==> config.mk <==
export PLATFORM = sky130hd
export DESIGN_NAME = pti_irq_status
export DESIGN_NICKNAME = d
export VERILOG_FILES = /design/src/hw/pti_pkg.sv /design/src/hw/pti_irq_status.sv
export SDC_FILE = /design/constraint.sdc
export NUM_CORES = 1
export LEC_CHECK = 0
export BUFFER_PORTS_ARGS = -buffer_cell sky130_fd_sc_hd__buf_4
export CORE_MARGIN = 4
export CORE_UTILIZATION = 42
export CTS_CLUSTER_DIAMETER = 30
export DETAILED_ROUTE_END_ITERATION = 12
export GPL_TIMING_DRIVEN = 0
export PLACE_DENSITY = 0.67
export SLEW_MARGIN = 0
export SYNTH_ARGS = -nofsm -noshare
export SYNTH_HDL_FRONTEND = slang
export SYNTH_SLANG_ARGS = --single-unit
export TNS_END_PERCENT = 5
==> constraint.sdc <==
create_clock -name ref_clk_i -period 4 [get_ports ref_clk_i]
set_input_delay 0.2 -clock ref_clk_i [delete_from_list [all_inputs] [get_ports ref_clk_i]]
set_output_delay 0.2 -clock ref_clk_i [all_outputs]
set_load 0.005 [all_outputs]
==> src/hw/pti_pkg.sv <==
// Package for the timer interrupt-flag and status register bank
package pti_pkg;

    // Register byte offsets
    localparam logic [7:0] SYNC_BUSY_OFS = 8'h04;
    localparam logic [7:0] IRQ_EN_CLR_OFS = 8'h24;
    localparam logic [7:0] IRQ_EN_SET_OFS = 8'h28;
    localparam logic [7:0] FLAG_OFS = 8'h2c;
    localparam logic [7:0] STATUS_OFS = 8'h30;

    // Reset values
    localparam logic [31:0] FLAG_RST = 32'h0000_0000;
    localparam logic [31:0] STATUS_RST = 32'h0000_0001;
    localparam logic [31:0] IRQ_EN_RST = 32'h0000_0000;

    // Interrupt flag field positions
    localparam int FLG_OVF = 0;
    localparam int FLG_TRG = 1;
    localparam int FLG_CNT = 2;
    localparam int FLG_ERR = 3;
    localparam int FLG_UFS = 10;
    localparam int FLG_DFS = 11;
    localparam int FLG_FAULT = 12;
    localparam int FLG_MC = 16;
    localparam logic [31:0] FLAG_MASK = 32'h000f_fc0f;

    // Status field positions
    localparam int ST_STOP = 0;
    localparam int ST_IDX = 1;
    localparam int ST_UFS = 2;
    localparam int ST_DFS = 3;
    localparam int ST_BUFV = 5;
    localparam int ST_FAULT_IN = 8;
    localparam int ST_FAULT = 12;
    localparam int ST_CHANNEL_BUFFER_VALID = 16;
    localparam int ST_CMP = 24;
    localparam logic [31:0] STATUS_STORE_MASK = 32'h000f_f0ed;

    // Status crossing time and its cycle count at 250 MHz
    localparam int CLK_PERIOD_PS = 4000;
    localparam int STATUS_SYNC_NS = 8;
    localparam int STATUS_SYNC_CYC = (STATUS_SYNC_NS * 1000 + CLK_PERIOD_PS - 1) / CLK_PERIOD_PS;
    localparam int SYNC_BUSY_STATUS = 0;

    // Events and levels from the count logic, fault order {hard1, hard0, soft second, soft first}
    typedef struct packed {
        logic [3:0] cmp_match;
        logic [3:0] capture_valid;
        logic [3:0] capture_mode;
        logic [3:0] cc_read;
        logic [3:0] ccb_write;
        logic [3:0] compare_output_level;
        logic [3:0] fault_event;
        logic [1:0] soft_fault_resume;
        logic debug_fault;
        logic debug_mode;
        logic ramp_phase;
        logic lock_update;
        logic update;
        logic oneshot;
        logic stop_cmd;
        logic count_step;
        logic counter_event;
        logic retrigger;
        logic overflow;
        logic [2:0] buf_write;
    } pti_evt_t;

endpackage : pti_pkg

==> src/hw/pti_irq_status.sv <==
// Interrupt flag, enable and status register bank of the control timer
//
// Function
// - Enable-set write one enables counter/retrigger/overflow
// - Channel flag sets after match or capture
// - Channel flag clears on write one, capture read
// - Hard fault one flag sets, write-one clears
// - Hard fault zero flag clears on write one
// - Soft fault second flag sets, write-one clears
// - Soft fault first flag write-one clears
// - Debug fault flag sets, write-one clears
// - Update fault flag: ramp change while locked
// - Error flag on capture into full channel
// - Counter event flag sets, write-one clears
// - Retrigger flag sets, write-one clears
// - Overflow flag sets, write-one clears
// - Writing zero leaves any flag unchanged
// - Flag register at its offset, resets clear
// - Status resets with only stopped bit set
// - Status bits 24-27 show compare outputs
// - Fault input status bits follow inputs
// - Capture buffer valid set, cleared on read
// - Period buffer valid set, update while locked or write clears
// - Stopped bit set on halt, cleared on step
//
// Local design decision: the APB register port.
`timescale 1ns/100ps
`default_nettype none

module pti_irq_status #(
    parameter int NUM_CH = 4,
    parameter bit EXTENDED = 1'b1
) (
    input wire logic ref_clk_i,
    input wire logic rst_i,
    input wire logic psel_i,
    input wire logic penable_i,
    input wire logic pwrite_i,
    input wire logic [7:0] paddr_i,
    input wire logic [31:0] pwdata_i,
    output logic [31:0] prdata_o,
    output logic pready_o,
    output logic pslverr_o,
    input wire pti_pkg::pti_evt_t evt_i,
    input wire logic [3:0] fault_pin_i,
    output logic irq_o
);
    import pti_pkg::*;

    // Bit layout is fixed at four channels
    if (NUM_CH != 4) begin : g_bad_ch
        $error("pti_irq_status supports only NUM_CH = 4");
    end

    logic [31:0] flag_reg;
    logic [31:0] flag_next;
    logic [31:0] irq_en_reg;
    logic [31:0] status_reg;
    logic [31:0] status_next;
    logic [31:0] status_view;
    logic [31:0] prdata_reg;
    logic pslverr_reg;
    logic [3:0] fault_meta_reg;
    logic [3:0] fault_in_reg;
    logic ramp_prev_reg;
    logic [1:0] busy_cnt_reg;
    logic [31:0] flag_set;
    logic [31:0] flag_clr;
    logic [31:0] st_set;
    logic [31:0] st_clr;
    logic setup_ph;
    logic access_wr;
    logic ramp_change;

    // Address decode for the error answer; the read mux decodes on its own
    function automatic logic addr_mapped(input logic [7:0] a);
        return (a == SYNC_BUSY_OFS) || (a == IRQ_EN_CLR_OFS) || (a == IRQ_EN_SET_OFS)
            || (a == FLAG_OFS) || (a == STATUS_OFS);
    endfunction : addr_mapped

    function automatic logic wr_hit(input logic wr, input logic [7:0] a, input logic [7:0] ofs);
        return wr && (a == ofs);
    endfunction : wr_hit

    assign setup_ph = psel_i && !penable_i;
    assign access_wr = psel_i && penable_i && pwrite_i;
    assign ramp_change = evt_i.ramp_phase != ramp_prev_reg;

    // Fault pins come from outside, two flops before use
    always_ff @(posedge ref_clk_i or posedge rst_i) begin
        if (rst_i) begin
            fault_meta_reg <= 4'h0;
            fault_in_reg <= 4'h0;
        end else begin
            fault_meta_reg <= fault_pin_i;
            fault_in_reg <= fault_meta_reg;
        end
    end

    // Previous ramp phase for change detection
    always_ff @(posedge ref_clk_i or posedge rst_i) begin
        if (rst_i) begin
            ramp_prev_reg <= 1'b0;
        end else begin
            ramp_prev_reg <= evt_i.ramp_phase;
        end
    end

    // Flag set and clear terms; set wins over a clear in the same cycle
    always_comb begin
        flag_set = 32'h0000_0000;
        flag_clr = 32'h0000_0000;
        flag_set[FLG_OVF] = evt_i.overflow;
        flag_set[FLG_TRG] = evt_i.retrigger;
        flag_set[FLG_CNT] = evt_i.counter_event;
        // Capture into a still-set channel has nowhere to go
        flag_set[FLG_ERR] = |(evt_i.capture_valid & flag_reg[FLG_MC +: 4]);
        flag_set[FLG_UFS] = EXTENDED && ramp_change && evt_i.lock_update;
        flag_set[FLG_DFS] = evt_i.debug_fault;
        flag_set[FLG_FAULT +: 4] = evt_i.fault_event;
        flag_set[FLG_MC +: 4] = evt_i.cmp_match | evt_i.capture_valid;
        if (wr_hit(access_wr, paddr_i, FLAG_OFS)) begin
            flag_clr = pwdata_i & FLAG_MASK;
        end
        flag_clr[FLG_MC +: 4] = flag_clr[FLG_MC +: 4]
            | (evt_i.cc_read & evt_i.capture_mode);
        flag_next = ((flag_reg & ~flag_clr) | flag_set) & FLAG_MASK;
    end

    // Flag register, all clear after reset
    always_ff @(posedge ref_clk_i or posedge rst_i) begin
        if (rst_i) begin
            flag_reg <= FLAG_RST;
        end else begin
            flag_reg <= flag_next;
        end
    end

    // Enable register: set and clear aliases, zero writes ignored
    always_ff @(posedge ref_clk_i or posedge rst_i) begin
        if (rst_i) begin
            irq_en_reg <= IRQ_EN_RST;
        end else if (wr_hit(access_wr, paddr_i, IRQ_EN_SET_OFS)) begin
            irq_en_reg <= irq_en_reg | (pwdata_i & FLAG_MASK);
        end else if (wr_hit(access_wr, paddr_i, IRQ_EN_CLR_OFS)) begin
            irq_en_reg <= irq_en_reg & ~pwdata_i;
        end
    end

    // Request is a plain level of enabled flags
    assign irq_o = |(flag_reg & irq_en_reg);

    // Stored status bits: set and clear terms, set wins
    always_comb begin
        st_set = 32'h0000_0000;
        st_clr = 32'h0000_0000;
        st_set[ST_STOP] = evt_i.stop_cmd || (evt_i.update && evt_i.oneshot);
        st_clr[ST_STOP] = evt_i.count_step;
        st_set[ST_UFS] = EXTENDED && ramp_change && evt_i.lock_update;
        st_set[ST_DFS] = evt_i.debug_fault;
        st_set[ST_BUFV +: 3] = evt_i.buf_write;
        st_clr[ST_BUFV +: 3] = {3{evt_i.update && evt_i.lock_update}};
        st_set[ST_FAULT +: 4] = evt_i.fault_event;
        st_clr[ST_FAULT +: 2] = evt_i.soft_fault_resume;
        // Capture channels fill on capture, compare channels on buffer write
        st_set[ST_CHANNEL_BUFFER_VALID +: 4] = (evt_i.capture_valid & evt_i.capture_mode)
            | (evt_i.ccb_write & ~evt_i.capture_mode);
        st_clr[ST_CHANNEL_BUFFER_VALID +: 4] = (evt_i.cc_read & evt_i.capture_mode)
            | ({4{evt_i.update}} & ~evt_i.capture_mode);
        if (wr_hit(access_wr, paddr_i, STATUS_OFS)) begin
            st_clr[ST_UFS] = pwdata_i[ST_UFS];
            st_clr[ST_DFS] = st_clr[ST_DFS] | (pwdata_i[ST_DFS] && !evt_i.debug_mode);
            st_clr[ST_BUFV +: 3] = st_clr[ST_BUFV +: 3] | pwdata_i[ST_BUFV +: 3];
            // Write-one clears a fault state only while its input is quiet
            st_clr[ST_FAULT +: 4] = st_clr[ST_FAULT +: 4]
                | (pwdata_i[ST_FAULT +: 4] & ~fault_in_reg);
            st_clr[ST_CHANNEL_BUFFER_VALID +: 4] = st_clr[ST_CHANNEL_BUFFER_VALID +: 4]
                | (pwdata_i[ST_CHANNEL_BUFFER_VALID +: 4] & ~evt_i.capture_mode & {4{evt_i.lock_update}});
        end
        status_next = ((status_reg & ~st_clr) | st_set) & STATUS_STORE_MASK;
    end

    // Status store, only the stopped bit set out of reset
    always_ff @(posedge ref_clk_i or posedge rst_i) begin
        if (rst_i) begin
            status_reg <= STATUS_RST;
        end else begin
            status_reg <= status_next;
        end
    end

    // Live levels join the stored bits on read
    always_comb begin
        status_view = status_reg;
        status_view[ST_IDX] = evt_i.ramp_phase;
        status_view[ST_FAULT_IN +: 4] = fault_in_reg;
        status_view[ST_CMP +: 4] = evt_i.compare_output_level;
    end

    // Busy window after any status access, for software to poll
    always_ff @(posedge ref_clk_i or posedge rst_i) begin
        if (rst_i) begin
            busy_cnt_reg <= 2'd0;
        end else if (psel_i && penable_i && (paddr_i == STATUS_OFS)) begin
            busy_cnt_reg <= 2'(STATUS_SYNC_CYC);
        end else if (busy_cnt_reg != 2'd0) begin
            busy_cnt_reg <= busy_cnt_reg - 2'd1;
        end
    end

    // Read data and error captured in the setup cycle
    always_ff @(posedge ref_clk_i or posedge rst_i) begin
        if (rst_i) begin
            prdata_reg <= 32'h0000_0000;
            pslverr_reg <= 1'b0;
        end else if (setup_ph) begin
            pslverr_reg <= !addr_mapped(paddr_i);
            prdata_reg <= 32'h0000_0000;
            if (!pwrite_i) begin
                case (paddr_i)
                    SYNC_BUSY_OFS: prdata_reg[SYNC_BUSY_STATUS] <= busy_cnt_reg != 2'd0;
                    IRQ_EN_CLR_OFS: prdata_reg <= irq_en_reg;
                    IRQ_EN_SET_OFS: prdata_reg <= irq_en_reg;
                    FLAG_OFS: prdata_reg <= flag_reg;
                    STATUS_OFS: prdata_reg <= status_view;
                    default: prdata_reg <= 32'h0000_0000;
                endcase
            end
        end
    end

    // Zero wait states: ready in the first access cycle
    assign pready_o = psel_i && penable_i;
    assign pslverr_o = psel_i && penable_i && pslverr_reg;
    assign prdata_o = prdata_reg;

    // Per-channel checks: the same rules hold on every channel
    for (genvar ch = 0; ch < 4; ch++) begin : g_ch_chk

    end

    // Per-fault checks; index 0 is the soft first input, index 3 hard one
    for (genvar f = 0; f < 4; f++) begin : g_fault_chk

    end
endmodule : pti_irq_status

`default_nettype wire

==> flow_summary.yaml <==
power_and_ir_drop:
  p_per_area_nw_per_um2: 334
  p_leak_uw: 0.00272
  swShare_pct: 24.5
  switchingPower_uw: 500
  seq_power_share_pct: 53.8
  comb_power_share_pct: 13.1
  p_clk_share_pct: 33.0
  p_int_uw: 1540
  peakVddDrop_uv: 221
worst_setup_path:
  crit_slowest_cell: "nor3b_1"
  end_kind: "register"
  path_class: "input pin to register"
  crit_chain: "buf_4 -> or4_4 -> buf_6 -> nor3b_1 -> clkbuf_1 -> a2bb2oi_1 -> o21ai_0"
  worst_setup_path_start_kind: "input pin"
  critPathMaxFanout: 10
  cp.arrival_ns: 2.40
  crit-reg2reg-launch: "busy_cnt_reg[0]"
  slowest_delay_ns: 0.53
  reg2reg_depth: 6
  reg2reg_to: "prdata_o[0]"
  critPathRequiredTime_ns: 4.27
  rrSetupSlack_ns: 2.59
synth:
  synth_cell_types: 55
  synth-seq-cells: 104
  synth_warnings: 0
  synth_area_um2: 4670
  synth_nets: 554
  postSynthAreaPerCell_um2: 10.2
  yosysTopAreaCell: "dfrtp_1"
  yosys-top-cells-area: "dfrtp_1 55%, nand2_1 6.5%, o21ai_0 4.6%, a22oi_1 4.5%, a21boi_0 3.5%"
  syn_inst: 460
  synth_edf_count: 0
  async_flop_share_pct: 100
  yosysTopAreaCellShare_pct: 55.1
  ys.flop_type: "dfrtp_1"
  ys_seq_area_share_pct: 55.7
timing:
  hold_viol_final: 0
  layout_setup_ws_ns: 1.87
  fin_crit_sh_pct: 53.2
  setup_viol: 0
  skew_ns: 0.0123
  drv_slew: 0
  fin_crit_ns: 2.13
  slew_headroom_pct: 33.5
  worstMarginPinSlew_ns: 0.995
  grt_setup_unrepaired: "false"
  max_freq_mhz: 470
  hold_slack_ns: 0.0167
place:
  hpwl_um: 10100
  post-place-ws_ns: 1.48
  gp_congestion: 0.870
  port_buffers: 126
global_route:
  grt_pass1_wl_um: 21700
  grt_pass1_vias: 4229
  grt-ovfl-total: 0
  grt_busiest_layer: "met2"
  grtUsageMet1_pct: 30.1
  use_met3_pct: 4.30
  grt_start_max_net_pins: 76
  grt_usage_pct: 21.4
  antenna_found_initial: 0
  gr-usage-met2_pct: 34.6
hold_path:
  min_path_cells: 2
  worstHoldStart: "pwdata_i[26]"
  worstHoldEndpoint: "irq_en_reg[26]"
  hp-class: "input pin to register"
finish:
  syn_to_final_growth_pct: 30.5
  diodes: 0
  n_fill_cell: 967
  layout_common_cells: "126 x buf_4, 103 x dfrtp_1, 81 x nand2_1"
  multi_input_area_um2: 1900
  seqCellArea_um2: 2600
  drive_above_1_share_pct: 25.7
  final_common_cell: "buf_4"
  finalNetCount: 699
floorplanning:
  die_w_um: 113
  pin_count: 128
  initial_core_util_pct: 42.9
  rows: 38
  die_h_um: 113
  core_area_um2: 10900
  die-area_um2: 12900
status:
  status: "completed"
clock_tree:
  clockBufferDepth: 2
  cts_resized: 0
  clock_sinks: 104
  cts_tree: "yes"
  ctsHtreeMaxLevel: 3
  numCtsBuffers: 9
  clk_latency_ns: 0.36
  clockRootBuffer: "clkbuf_8"
  cts_setup_buffers: 0
  path_clk_slew_ns: 0.10
route:
  final_antenna_net_count: 0
  vias: 4129
  drt_pre_antenna_iters: 5
  wl_um: 13300
  vias_per_cell: 5.51
  drcViolationCount: 0
  first_iter_violations: 271
  avgRoutedWirePerCell_um: 17.8
run:
  cap_violations: 0
-- cell usage after synthesis (all sizes together), types with 2 or more instances --
library cell,number
a31oi,12
a2bb2oi,13
a22oi,28
nand4b,3
and4b,2
nand2b,6
a21oi,6
a211oi,2
buf,4
clkbuf,21
nand4,2
a221oi,2
nor3b,5
nor2b,3
or4,2
o21ai,43
a21o,5
o31ai,4
a21boi,22
a22o,7
o21a,3
xor2,3
nand2,81
nand3,10
and3,2
a211o,3
dfrtp,103
nor3,4
a31o,3
inv,18
or3,2
nor2,17
nor4,3
-- worst max-delay path by stage --
stage	startpoint	to	slack (ns)	depth (start not counted)
floorplan	rst_i	async pin	1.07	1
global placement	rst_i	fault_meta_reg[1]	-0.09	2
detailed placement	paddr_i[4]	status_reg[5]	1.48	6
CTS	paddr_i[4]	status_reg[5]	1.87	6
global route	paddr_i[4]	status_reg[5]	1.70	6
finish	paddr_i[1]	prdata_o[18]	1.87	7
-- cell families after synthesis --
| group | synth area share [%] |
|---|---|
| compound gates | 23.8 |
| simple gates | 15.7 |
| flops | 55.7 |
| buf+inv | 3.67 |
| xor+xnor | 0.562 |
| mux | 0.214 |
| fa+ha+maj | 0.268 |
-- through the flow --
step                std cells  setup TNS (ns)  util, %  cell area (um2)  power, uW
global route              750               0     56.0             6100       2130
CTS                       749               0     56.0             6090       2050
floorplan                 460               0        -             4670       1240
finish                    750               0     56.0             6100       2040
global placement          726           -8.47     53.2             5800       1360
detailed placement        727               0     53.5             5830       1380
-- per-layer routing --
layer  wire length, um  vias up
met4               177        0
met5                 0        -
met1              5910     1990
li1                  -     1958
met2              6280      167
met3               939       14
-- power by group through the flow --
stage | Combinational (uW) | Clock, uW | Sequential [uW]
finish | 267 | 673 | 1100
global route | 296 | 732 | 1100
CTS | 269 | 687 | 1100
detailed placement | 263 | 0 | 1120
global placement | 247 | 0 | 1120
floorplan | 132 | 0 | 1110
-- critical path: cells and delay by family --
family	cells	cell delay, ns
AND/OR/NAND/NOR	2	1.05
buffers and inverters	3	0.74
AO/OA/AOI/OAI	2	0.40
-- area by class of cell --
class,instances,area share [%]
buffer,25,1.70
clock buffer,12,2.54
clock inverter,4,0.841
inverter,18,1.15
multi-input combinational,313,31.1
sequential,104,42.7
tap,140,2.87
timing repair buffer,134,17.1
-- what timing repair did --
action                                  4_1_cts  5_1_grt
hold buffers                                  6        1
endpoints found under the hold margin        33        1
endpoints found under the setup margin        0        0
(Power assumes the default switching activity.)
